==> src/design/esc_pkg.sv <==
/*
 * Shared constants, codes and types for the engine speed command signal codec.
 * Assumes a single 250 MHz system clock shared by both ends of the link.
 */
package esc_pkg;

    localparam int CLK_NS = 4;
    localparam int MS_NS = 1_000_000;
    localparam int MS_CYCLES_DEF = MS_NS / CLK_NS;
    localparam logic [15:0] FRAME_MS = 16'h0028;
    localparam logic [15:0] LOSS_MS = 16'h0078;
    localparam int CAT_MON_S = 60;
    localparam logic [15:0] CAT_MON_MS = 16'(CAT_MON_S * 1000);

    localparam int INTEG_W = 2;
    localparam int SYS_W = 3;
    localparam int BOOST_W = 2;
    localparam int TAP_W = 2;
    localparam int FAULT_W = 2;

    localparam logic [INTEG_W-1:0] INTEG_VALID = 2'h0;
    localparam logic [INTEG_W-1:0] INTEG_INVALID = 2'h1;
    localparam logic [INTEG_W-1:0] INTEG_FAILURE = 2'h2;

    localparam logic [SYS_W-1:0] SYS_NONE = 3'h0;
    localparam logic [SYS_W-1:0] SYS_STAT_DRIVE = 3'h1;
    localparam logic [SYS_W-1:0] SYS_STAT_VAR_DRIVE = 3'h2;
    localparam logic [SYS_W-1:0] SYS_MOBILE_VAR_DRIVE = 3'h3;
    localparam logic [SYS_W-1:0] SYS_FAST_IDLE = 3'h4;
    localparam logic [SYS_W-1:0] SYS_ENH_FAST_IDLE = 3'h5;

    localparam logic [BOOST_W-1:0] BOOST_NONE = 2'h0;

    localparam logic [TAP_W-1:0] TAP_NONE = 2'h0;
    localparam logic [TAP_W-1:0] TAP_DRIVER_SHIFT = 2'h1;
    localparam logic [TAP_W-1:0] TAP_RANGE_SELECT = 2'h2;
    localparam logic [TAP_W-1:0] TAP_ILLEGAL = 2'h3;

    localparam logic [FAULT_W-1:0] FAULT_NONE = 2'h0;
    localparam logic [FAULT_W-1:0] FAULT_INVALID_COMBO = 2'h1;
    localparam logic [FAULT_W-1:0] FAULT_STUCK = 2'h2;

    typedef enum logic [2:0] {
        ST_VALID = 3'b001,
        ST_INVALID = 3'b010,
        ST_FAIL = 3'b100
    } integ_st_e;

endpackage : esc_pkg

==> src/design/esc_link_if.sv <==
/*
 * Serial-network frame carrier between the platform transmitter and the
 * powertrain receiver. Assumes both ends run on the same clock.
 */
`timescale 1ns/100ps
`default_nettype none
interface esc_link_if;
    import esc_pkg::*;
    logic sw_stb;
    logic [INTEG_W-1:0] integ;
    logic on_sw;
    logic inc_sw;
    logic dec_sw;
    logic cfg_stb;
    logic [SYS_W-1:0] sys_type;
    logic [BOOST_W-1:0] boost;
    logic [TAP_W-1:0] tap_en;

    modport tx (output sw_stb, integ, on_sw, inc_sw, dec_sw, cfg_stb, sys_type, boost, tap_en);
    modport rx (input sw_stb, integ, on_sw, inc_sw, dec_sw, cfg_stb, sys_type, boost, tap_en);
endinterface : esc_link_if
`default_nettype wire

==> src/design/esc_powertrain_rx.sv <==
/*
 * Powertrain end: decodes received frames, substitutes defaults on loss of
 * communication, keeps the saved system type, picks idle thresholds and
 * runs the catalyst-monitor idle freeze.
 * Assumes the link and user inputs are on CLK_I; NV_SYS_TYPE_I is stable
 * across reset release.
 */
`timescale 1ns/100ps
`default_nettype none
module esc_powertrain_rx
    import esc_pkg::*;
#(
    parameter int MS_CYCLES = MS_CYCLES_DEF
) (
    // Clock, reset and enable.
    input wire logic CLK_I,
    input wire logic RESET_N_I,
    input wire logic CE_I,
    // Link.
    esc_link_if.rx LNK,
    // Engine state and calibration.
    input wire logic IN_GEAR_I,
    input wire logic [2:0][15:0] THR_IN_GEAR_I,
    input wire logic [2:0][15:0] THR_NO_GEAR_I,
    input wire logic [15:0] CUR_IDLE_I,
    input wire logic [15:0] MAX_IDLE_I,
    input wire logic CAT_MON_I,
    input wire logic TRIP_START_I,
    // Nonvolatile storage of the system type.
    input wire logic [SYS_W-1:0] NV_SYS_TYPE_I,
    output logic NV_WRITE_O,
    output logic [SYS_W-1:0] NV_SYS_TYPE_O,
    // Decoded signals.
    output logic COMM_LOST_O,
    output logic [INTEG_W-1:0] INTEGRITY_O,
    output logic SPEED_CTRL_EN_O,
    output logic SPEED_INC_O,
    output logic SPEED_DEC_O,
    output logic [SYS_W-1:0] SYS_TYPE_O,
    output logic [BOOST_W-1:0] BOOST_O,
    output logic [15:0] MIN_IDLE_O,
    output logic [TAP_W-1:0] TAP_EN_O,
    // Catalyst monitor idle freeze.
    output logic IDLE_FREEZE_O,
    output logic [15:0] FREEZE_IDLE_O
);
    localparam logic [31:0] MS_LAST = 32'(MS_CYCLES - 1);

    typedef struct packed {
        logic [31:0] pre;
        logic tick;
        logic nv_loaded;
        logic lost;
        logic [INTEG_W-1:0] integ;
        logic on_sw;
        logic inc_sw;
        logic dec_sw;
        logic spd_en;
        logic inc_out;
        logic dec_out;
        logic [SYS_W-1:0] sys_saved;
        logic [SYS_W-1:0] sys;
        logic nv_write;
        logic [BOOST_W-1:0] boost;
        logic [15:0] min_idle;
        logic [TAP_W-1:0] tap_en;
        logic cat_used;
        logic freeze;
        logic [15:0] freeze_rpm;
    } rx_s;

    localparam rx_s RX_RESET = '{
        pre: 32'h0000_0000, tick: 1'b0, nv_loaded: 1'b0, lost: 1'b1,
        integ: INTEG_INVALID, on_sw: 1'b0, inc_sw: 1'b0, dec_sw: 1'b0,
        spd_en: 1'b0, inc_out: 1'b0, dec_out: 1'b0, sys_saved: SYS_NONE, sys: SYS_NONE,
        nv_write: 1'b0, boost: BOOST_NONE, min_idle: 16'h0000, tap_en: TAP_NONE,
        cat_used: 1'b0, freeze: 1'b0, freeze_rpm: 16'h0000
    };

    function automatic logic [SYS_W-1:0] sys_decode(input logic [SYS_W-1:0] code);
        if (code > SYS_ENH_FAST_IDLE) begin
            sys_decode = SYS_NONE;
        end else begin
            sys_decode = code;
        end
    endfunction : sys_decode

    rx_s q;
    rx_s d;
    logic loss_done;
    logic cat_done;
    logic [1:0] lvl;

    esc_ms_timer u_loss (
        .clk_i(CLK_I),
        .reset_n_i(RESET_N_I),
        .ce_i(CE_I),
        .tick_i(q.tick),
        .run_i(!(LNK.sw_stb || LNK.cfg_stb)),
        .limit_i(LOSS_MS),
        .done_o(loss_done)
    );

    esc_ms_timer u_cat (
        .clk_i(CLK_I),
        .reset_n_i(RESET_N_I),
        .ce_i(CE_I),
        .tick_i(q.tick),
        .run_i(q.freeze),
        .limit_i(CAT_MON_MS),
        .done_o(cat_done)
    );

    assign lvl = q.boost - 2'h1;

    always_comb begin
        d = q;
        d.tick = (q.pre == MS_LAST);
        d.pre = d.tick ? 32'h0000_0000 : q.pre + 32'h0000_0001;
        d.nv_write = 1'b0;
        d.lost = loss_done;
        if (!q.nv_loaded) begin
            d.nv_loaded = 1'b1;
            d.sys_saved = NV_SYS_TYPE_I;
        end
        if (LNK.sw_stb) begin
            d.integ = LNK.integ;
            d.on_sw = LNK.on_sw;
            d.inc_sw = LNK.inc_sw;
            d.dec_sw = LNK.dec_sw;
        end
        if (LNK.cfg_stb) begin
            // Boost arrives from one arbitrated source only.
            d.boost = LNK.boost;
            d.tap_en = LNK.tap_en;
            if (q.nv_loaded && LNK.sys_type != q.sys_saved) begin
                d.sys_saved = LNK.sys_type;
                d.nv_write = 1'b1;
            end
        end
        // The frame that ends a silence is kept rather than overwritten.
        if (loss_done && !LNK.sw_stb && !LNK.cfg_stb) begin
            d.integ = INTEG_INVALID;
            d.on_sw = 1'b0;
            d.inc_sw = 1'b0;
            d.dec_sw = 1'b0;
            d.boost = BOOST_NONE;
            d.tap_en = TAP_NONE;
        end
        // The saved type stands in while the link is silent.
        d.sys = sys_decode(q.sys_saved);
        d.spd_en = (q.integ != INTEG_FAILURE) && q.on_sw && (q.sys != SYS_NONE);
        d.inc_out = d.inc_sw && (d.integ != INTEG_FAILURE);
        d.dec_out = d.dec_sw && (d.integ != INTEG_FAILURE);
        if (q.boost == BOOST_NONE) begin
            d.min_idle = 16'h0000;
        end else if (IN_GEAR_I) begin
            d.min_idle = THR_IN_GEAR_I[lvl];
        end else begin
            d.min_idle = THR_NO_GEAR_I[lvl];
        end
        if (TRIP_START_I) begin
            d.cat_used = 1'b0;
            d.freeze = 1'b0;
        end else if (!q.freeze && CAT_MON_I && !q.cat_used) begin
            d.freeze = 1'b1;
            d.cat_used = 1'b1;
            d.freeze_rpm = (CUR_IDLE_I < MAX_IDLE_I) ? CUR_IDLE_I : MAX_IDLE_I;
        end else if (q.freeze && (!CAT_MON_I || cat_done)) begin
            d.freeze = 1'b0;
        end
    end

    always_ff @(posedge CLK_I or negedge RESET_N_I) begin
        if (!RESET_N_I) begin
            q <= RX_RESET;
        end else if (CE_I) begin
            q <= d;
        end
    end

    assign NV_WRITE_O = q.nv_write;
    assign NV_SYS_TYPE_O = q.sys_saved;
    assign COMM_LOST_O = q.lost;
    assign INTEGRITY_O = q.integ;
    assign SPEED_CTRL_EN_O = q.spd_en;
    assign SPEED_INC_O = q.inc_out;
    assign SPEED_DEC_O = q.dec_out;
    assign SYS_TYPE_O = q.sys;
    assign BOOST_O = q.boost;
    assign MIN_IDLE_O = q.min_idle;
    assign TAP_EN_O = q.tap_en;
    assign IDLE_FREEZE_O = q.freeze;
    assign FREEZE_IDLE_O = q.freeze_rpm;
endmodule : esc_powertrain_rx
`default_nettype wire

==> src/design/esc_ms_timer.sv <==
/*
 * Millisecond interval timer: counts ticks while run is high.
 * Assumes a one-cycle tick per millisecond from the instantiating end.
 */
`timescale 1ns/100ps
`default_nettype none
module esc_ms_timer (
    input wire logic clk_i,
    input wire logic reset_n_i,
    input wire logic ce_i,
    input wire logic tick_i,
    input wire logic run_i,
    input wire logic [15:0] limit_i,
    output logic done_o
);
    typedef struct packed {
        logic [15:0] cnt;
        logic done;
    } tmr_s;

    tmr_s q;
    tmr_s d;

    always_comb begin
        d = q;
        if (!run_i) begin
            d.cnt = 16'h0000;
        end else if (tick_i && q.cnt != 16'hFFFF) begin
            d.cnt = q.cnt + 16'h0001;
        end
        d.done = run_i && (d.cnt >= limit_i);
    end

    always_ff @(posedge clk_i or negedge reset_n_i) begin
        if (!reset_n_i) begin
            q <= '0;
        end else if (ce_i) begin
            q <= d;
        end
    end

    assign done_o = q.done;
endmodule : esc_ms_timer
`default_nettype wire

==> src/flat_wrapper.sv <==
// flat-port wrapper written by rule: the top's interface ports become plain ports
module esc_powertrain_rx_flat import esc_pkg::*;
#(
    parameter int MS_CYCLES = MS_CYCLES_DEF
)
  (CLK_I, RESET_N_I, CE_I, IN_GEAR_I, THR_IN_GEAR_I, THR_NO_GEAR_I, CUR_IDLE_I, MAX_IDLE_I, CAT_MON_I, TRIP_START_I, NV_SYS_TYPE_I, NV_WRITE_O, NV_SYS_TYPE_O, COMM_LOST_O, INTEGRITY_O, SPEED_CTRL_EN_O, SPEED_INC_O, SPEED_DEC_O, SYS_TYPE_O, BOOST_O, MIN_IDLE_O, TAP_EN_O, IDLE_FREEZE_O, FREEZE_IDLE_O, LNK_sw_stb, LNK_integ, LNK_on_sw, LNK_inc_sw, LNK_dec_sw, LNK_cfg_stb, LNK_sys_type, LNK_boost, LNK_tap_en);
  esc_link_if LNK_i ();
  input wire logic CLK_I;
  input wire logic RESET_N_I;
  input wire logic CE_I;
  input wire logic IN_GEAR_I;
  input wire logic [2:0][15:0] THR_IN_GEAR_I;
  input wire logic [2:0][15:0] THR_NO_GEAR_I;
  input wire logic [15:0] CUR_IDLE_I;
  input wire logic [15:0] MAX_IDLE_I;
  input wire logic CAT_MON_I;
  input wire logic TRIP_START_I;
  input wire logic [SYS_W-1:0] NV_SYS_TYPE_I;
  output logic NV_WRITE_O;
  output logic [SYS_W-1:0] NV_SYS_TYPE_O;
  output logic COMM_LOST_O;
  output logic [INTEG_W-1:0] INTEGRITY_O;
  output logic SPEED_CTRL_EN_O;
  output logic SPEED_INC_O;
  output logic SPEED_DEC_O;
  output logic [SYS_W-1:0] SYS_TYPE_O;
  output logic [BOOST_W-1:0] BOOST_O;
  output logic [15:0] MIN_IDLE_O;
  output logic [TAP_W-1:0] TAP_EN_O;
  output logic IDLE_FREEZE_O;
  output logic [15:0] FREEZE_IDLE_O;
  input wire logic [$bits(LNK_i.sw_stb)-1:0] LNK_sw_stb;
  input wire logic [$bits(LNK_i.integ)-1:0] LNK_integ;
  input wire logic [$bits(LNK_i.on_sw)-1:0] LNK_on_sw;
  input wire logic [$bits(LNK_i.inc_sw)-1:0] LNK_inc_sw;
  input wire logic [$bits(LNK_i.dec_sw)-1:0] LNK_dec_sw;
  input wire logic [$bits(LNK_i.cfg_stb)-1:0] LNK_cfg_stb;
  input wire logic [$bits(LNK_i.sys_type)-1:0] LNK_sys_type;
  input wire logic [$bits(LNK_i.boost)-1:0] LNK_boost;
  input wire logic [$bits(LNK_i.tap_en)-1:0] LNK_tap_en;
  assign LNK_i.sw_stb = LNK_sw_stb;
  assign LNK_i.integ = LNK_integ;
  assign LNK_i.on_sw = LNK_on_sw;
  assign LNK_i.inc_sw = LNK_inc_sw;
  assign LNK_i.dec_sw = LNK_dec_sw;
  assign LNK_i.cfg_stb = LNK_cfg_stb;
  assign LNK_i.sys_type = LNK_sys_type;
  assign LNK_i.boost = LNK_boost;
  assign LNK_i.tap_en = LNK_tap_en;
  esc_powertrain_rx #(.MS_CYCLES(MS_CYCLES)) u_core (.CLK_I(CLK_I), .RESET_N_I(RESET_N_I), .CE_I(CE_I), .LNK(LNK_i), .IN_GEAR_I(IN_GEAR_I), .THR_IN_GEAR_I(THR_IN_GEAR_I), .THR_NO_GEAR_I(THR_NO_GEAR_I), .CUR_IDLE_I(CUR_IDLE_I), .MAX_IDLE_I(MAX_IDLE_I), .CAT_MON_I(CAT_MON_I), .TRIP_START_I(TRIP_START_I), .NV_SYS_TYPE_I(NV_SYS_TYPE_I), .NV_WRITE_O(NV_WRITE_O), .NV_SYS_TYPE_O(NV_SYS_TYPE_O), .COMM_LOST_O(COMM_LOST_O), .INTEGRITY_O(INTEGRITY_O), .SPEED_CTRL_EN_O(SPEED_CTRL_EN_O), .SPEED_INC_O(SPEED_INC_O), .SPEED_DEC_O(SPEED_DEC_O), .SYS_TYPE_O(SYS_TYPE_O), .BOOST_O(BOOST_O), .MIN_IDLE_O(MIN_IDLE_O), .TAP_EN_O(TAP_EN_O), .IDLE_FREEZE_O(IDLE_FREEZE_O), .FREEZE_IDLE_O(FREEZE_IDLE_O));
endmodule
==> config.mk <==
export PLATFORM = sky130hd
export DESIGN_NAME = esc_powertrain_rx_flat
export DESIGN_NICKNAME = d
export VERILOG_FILES = /design/src/design/esc_pkg.sv /design/src/design/esc_link_if.sv /design/src/design/esc_powertrain_rx.sv /design/src/design/esc_ms_timer.sv /design/src/flat_wrapper.sv
export SDC_FILE = /design/constraint.sdc
export NUM_CORES = 1
export LEC_CHECK = 0
export ABC_AREA = 1
export ABC_CLOCK_PERIOD_IN_PS = 2200
export BUFFER_PORTS_ARGS = -buffer_cell sky130_fd_sc_hd__buf_2
export CAP_MARGIN = 25
export CORE_ASPECT_RATIO = 1.75
export CORE_MARGIN = 8
export CORE_UTILIZATION = 25
export CTS_CLUSTER_DIAMETER = 100
export DETAILED_ROUTE_END_ITERATION = 6
export GPL_TIMING_DRIVEN = 0
export HOLD_SLACK_MARGIN = 0.08
export PLACE_DENSITY_LB_ADDON = 0.25
export SLEW_MARGIN = 20
export SYNTH_ARGS = -nofsm -noshare
export SYNTH_HDL_FRONTEND = slang
export SYNTH_HIERARCHICAL = 1
export SYNTH_SLANG_ARGS = --single-unit
==> constraint.sdc <==
create_clock -name CLK_I -period 2.2 [get_ports CLK_I]
set_input_delay 0.22 -clock CLK_I [delete_from_list [all_inputs] [get_ports CLK_I]]
set_output_delay 0.22 -clock CLK_I [all_outputs]
set_load 0.01 [all_outputs]
==> impl_table.tex <==
\begin{tabular}{lr}
\hline
Metric & Value \\
\hline
\multicolumn{2}{l}{\textbf{STA}} \\
\quad Count of final hold-check violations & 0 \\
\quad Headroom to the max-slew limit & 47.0\% \\
\quad Worst Skew & 0.0119 ns \\
\quad Number of setup violations in the final report & 2 \\
\quad Tmin final & 2.54 ns \\
\quad Fin crit share & 116\% \\
\quad Actual transition at the worst max-transition pin & 0.795 ns \\
\quad Final setup margin & -0.341 ns \\
\quad Number of max-slew violations in the final report & 0 \\
\quad Top achievable clock speed & 394 MHz \\
\quad RSZ-0062 raised after global routing & yes \\
\multicolumn{2}{l}{\textbf{Clock network}} \\
\quad Number of CTS-inserted buffers & 17 \\
\quad Deepest level of the CTS H-tree & 4 \\
\quad TritonCTS clock tree & done \\
\quad Root Buffer & sky130\_fd\_sc\_hd\_\_clkbuf\_16 \\
\quad CTS clk-pin slew, worst paths & 0.06 ns \\
\quad TritonCTS sink count & 122 \\
\quad Worst-skew pair later-pin latency & 0.43 ns \\
\quad Clock tree buffer depth & 2 \\
\multicolumn{2}{l}{\textbf{Die}} \\
\quad Initial standard-cell utilization of the core & 25.3\% \\
\quad Floorplan die area & 46400 sq um \\
\quad Core Area & 39200 sq um \\
\quad Number of placement rows & 96 \\
\quad Die X & 166 um \\
\quad Floorplan die height & 279 um \\
\quad Number of top-level pins & 201 \\
\multicolumn{2}{l}{\textbf{Logic synthesis}} \\
\quad Flop and latch count out of synthesis & 122 \\
\quad Most frequently used flop master after synthesis & sky130\_fd\_sc\_hd\_\_dfrtp\_1 \\
\quad Cells after Synth & 1481 \\
\quad Post-synth EDFFs & 0 \\
\quad Most numerous cell in the Yosys netlist & sky130\_fd\_sc\_hd\_\_nand2\_1 \\
\quad Ranking of synthesized cells by instance count & sky130\_fd\_sc\_hd\_\_nand2\_1, sky130\_fd\_sc\_hd\_\_nor2\_1, sky130\_fd\_sc\_hd\_\_inv\_1, sky130\_fd\_sc\_hd\_\_dfrtp\_1, sky130\_fd\_sc\_hd\_\_nand3\_1 \\
\quad Cell type contributing the most total cell area after synthesis & sky130\_fd\_sc\_hd\_\_dfrtp\_1 \\
\quad Avg Inst Size Synth & 6.68 sq um \\
\quad Dominant cells by area after synthesis & sky130\_fd\_sc\_hd\_\_dfrtp\_1, sky130\_fd\_sc\_hd\_\_nand2\_1, sky130\_fd\_sc\_hd\_\_nor2\_1 \\
\quad Sequential element share of the synthesized area & 30.9\% \\
\quad Yosys cell types & 46 \\
\quad Post-synth top area share & 30.4\% \\
\quad Cell area after technology mapping & 9890 sq um \\
\quad Yosys warning total & 6 \\
\quad Fraction of synthesis flops using an asynchronous set or reset pin & 100\% \\
\multicolumn{2}{l}{\textbf{GRT}} \\
\quad Wire length of the first global-routing pass & 58500 um \\
\quad Initial antenna violation count & 1 \\
\quad Via count of the first global-routing pass & 10758 \\
\quad Global-route congestion overflow total & 0 \\
\quad Largest net degree at the start of global routing & 89 \\
\quad Overall routing resource usage & 16.0\% \\
\multicolumn{2}{l}{\textbf{Placed design}} \\
\quad Routability congestion estimate from global placement & 0.892 \\
\quad Instance area at placement & 11700 sq um \\
\quad Dpl hpwl & 30000 um \\
\quad Number of buffer cells added on primary ports & 198 \\
\multicolumn{2}{l}{\textbf{Critical path}} \\
\quad Cell family with the largest share of critical-path delay & simple AND/OR/NAND/NOR gates \\
\quad Instance count on the critical path & 18 \\
\quad Critical path endpoint category & flip-flop \\
\quad Worst setup path category & reg -> reg \\
\quad Buf+Inv Stages, Crit Path & 3 \\
\quad FF-to-FF setup slack & -0.34 ns \\
\quad Worst-path cell with the longest stage delay & sky130\_fd\_sc\_hd\_\_dfrtp\_2 \\
\quad Longest individual stage delay on the worst path & 0.42 ns \\
\quad Sort of element at the start of the critical path & flip-flop \\
\quad Top cell by count, worst path & sky130\_fd\_sc\_hd\_\_nand2\_1 \\
\quad Reg-to-reg endpoint & u\_core/u\_cat/done\_o \\
\quad Cell chain of the critical path & ha\_4, inv\_2, nor2\_2, nand2\_4, nor2\_4, nor2\_4, buf\_8, buf\_4, o21ai\_2, and2\_1, ha\_1, a21o\_1, nand3\_1, a21oi\_1, nor2\_1, nand2\_1, nand2\_1, nand2\_1 \\
\quad Worst R2R Path Depth & 18 \\
\quad Worst Path Required & 2.52 ns \\
\quad Reg2Reg Launch Point & u\_core/u\_cat/q[1] \\
\quad Crit path DAT & 2.86 ns \\
\quad Max Fanout on Critical Path & 5 \\
\multicolumn{2}{l}{\textbf{Run status}} \\
\quad Result of the run & complete, but fails checks \\
\quad Failing checks & negative setup slack \\
\multicolumn{2}{l}{\textbf{Finish}} \\
\quad Share of cells above drive strength 1 & 25.5\% \\
\quad Fillcell total & 4363 \\
\quad Area delta synth->final & 28.7\% \\
\quad Non-Filler Cell Area, Final & 12700 sq um \\
\quad Post-layout net count & 1968 \\
\quad Antenna Diode Count & 0 \\
\multicolumn{2}{l}{\textbf{Drt}} \\
\quad Starting DRC count in detailed routing & 565 \\
\quad Routed wire length & 37400 um \\
\quad Avg Vias per Cell & 4.63 \\
\quad Remaining DRCs & 0 \\
\quad Overall via count from detail\_route & 10507 \\
\quad Average routed wire per standard cell & 16.5 um \\
\quad TritonRoute pass-1 iters & 5 \\
\quad Count of antenna-violating nets left after detailed routing & 0 \\
\multicolumn{2}{l}{\textbf{Worst hold path}} \\
\quad Count of cells along the worst hold path & 5 \\
\quad Worst min-delay path category & in -> reg \\
\quad Hold Path Sink & u\_core/FREEZE\_IDLE\_O[4] \\
\quad Launch point of the worst hold path & MAX\_IDLE\_I[4] \\
\multicolumn{2}{l}{\textbf{Power}} \\
\quad Switching power as a share of total power & 36.0\% \\
\quad Logic pwr share & 30.7\% \\
\quad Internal Dissipation & 4910 uW \\
\quad Leakage power summed over all cells & 0.00649 uW \\
\quad Total power & 7670 uW \\
\quad Max rail drop VDD & 0.319 mV \\
\quad Sequential Power Share & 36.9\% \\
\quad Portion of total power attributed to the clock network & 32.5\% \\
\quad Net Switching & 2760 uW \\
\quad Total power divided by cell area & 602 nW/um\^{}2 \\
\multicolumn{2}{l}{\textbf{Flow run}} \\
\quad MaxCap Viol Count & 0 \\
\hline
\end{tabular}
-- timing repair --
action	CTS	global route
endpoints found under the setup margin	18	17
resized for setup	54	29
hold buffers	6	0
gates cloned	1	0
hold endpoints to repair	44	0
pin swaps	17	8
setup buffers	26	4
-- tightest hold or removal path: stages --
cell and delay, ns:
sky130_fd_sc_hd__buf_2 0.07, sky130_fd_sc_hd__inv_1 0.04, sky130_fd_sc_hd__nand2_1 0.06, sky130_fd_sc_hd__nand3_1 0.06, sky130_fd_sc_hd__nand2_1 0.05
-- cell usage in the layout, fill, tap and decap left out, types with 20 or more instances in the layout --
master | synthesis | final
sky130_fd_sc_hd__o21ai_0 | 97 | 85
sky130_fd_sc_hd__dfrtp_1 | 120 | 110
sky130_fd_sc_hd__nand2_2 | 23 | 27
sky130_fd_sc_hd__nand2_1 | 360 | 356
sky130_fd_sc_hd__buf_4 | 45 | 76
sky130_fd_sc_hd__nor2_1 | 198 | 192
sky130_fd_sc_hd__o21ai_1 | 15 | 27
sky130_fd_sc_hd__nand4_1 | 40 | 40
sky130_fd_sc_hd__nand3_1 | 115 | 115
sky130_fd_sc_hd__clkbuf_1 | 24 | 20
sky130_fd_sc_hd__inv_1 | 179 | 176
sky130_fd_sc_hd__a21oi_1 | 50 | 42
sky130_fd_sc_hd__buf_2 | 13 | 207
sky130_fd_sc_hd__conb_1 | 2 | 32
sky130_fd_sc_hd__ha_1 | 51 | 47
-- cells by family (layout without fill, tap and decap cells) --
logic type	count (synthesis)	after routing	share of synthesized area [%]
AOI/OAI and AO/OA	194	194	10.9
other	2	32	0.0759
and+or+nand+nor	803	803	36.2
buffers and inverters	280	546	13.0
xor gates and xnor gates	29	29	2.57
DFF	122	122	30.9
adders and majority gates	51	51	6.45
-- routing by layer --
layer	vias to the layer above	track usage, %	wire length [um]
met5	-	0	0
li1	5254	-	-
met1	4881	16.8	14400
met3	70	2.70	1680
met4	0	7.30	1350
met2	302	30.8	20000
-- power by group through the flow --
stage               combinational, uW  clock (uW)  sequential [uW]
detailed placement               2280           0             2860
finish                           2350        2490             2830
CTS                              2360        2580             2830
floorplan                        1450           0             2770
global placement                 2250           0             2860
global route                     2640        2670             2860
-- area by class of cell --
type	instances	area, sq um	share of cell area (%)
multi-input combinational	1109	5840	45.9
inverter	188	711	5.58
clock inverter	10	55.1	0.433
timing repair buffer	236	1360	10.7
tap	490	613	4.82
sequential	122	3070	24.1
buffer	92	638	5.01
clock buffer	20	447	3.51
-- how the worst max path moves through the flow --
| stage | startpoint | end |
|---|---|---|
| final | u_core/u_cat/q[1] | u_core/u_cat/done_o |
| after global routing | u_core/u_cat/q[2] | u_core/u_cat/done_o |
| after CTS | u_core/u_cat/q[1] | u_core/u_cat/done_o |
| after floorplan | u_core/u_cat/q[1] | u_core/u_cat/done_o |
| after detailed placement | u_core/BOOST_O[0] | u_core/MIN_IDLE_O[12] |
| after global placement | RESET_N_I | u_core/u_cat/q[1] |
-- flip-flops by register name, summed over array words and instances (netlist names), 2 cells and up --
register and flops:
u_core/FREEZE_IDLE_O 16, u_core/MIN_IDLE_O 16, u_core/NV_SYS_TYPE_O 3, u_core/TAP_EN_O 2
u_core/INTEGRITY_O 2, u_core/u_loss/q 16, u_core/u_cat/q 16, u_core/SYS_TYPE_O 3
u_core/q 38, u_core/BOOST_O 2
-- through the flow --
step	hold slack [ns]	instances	worst slack [ns]	utilization [%]	setup TNS, ns
4_1_cts	0.0832	2263	-0.306	32.3	-0.511
2_1_floorplan	-0.0756	1511	-0.000236	-	-0.000236
6_report	0.102	2267	-0.341	32.5	-0.565
5_1_grt	0.115	2267	-0.481	32.5	-0.856
3_5_place_dp	0.120	2200	-1.17	29.8	-16.73
3_3_place_gp	0.453	2199	-1.27	29.7	-137.14
Note: power is estimated with default switching activity, not from simulation.
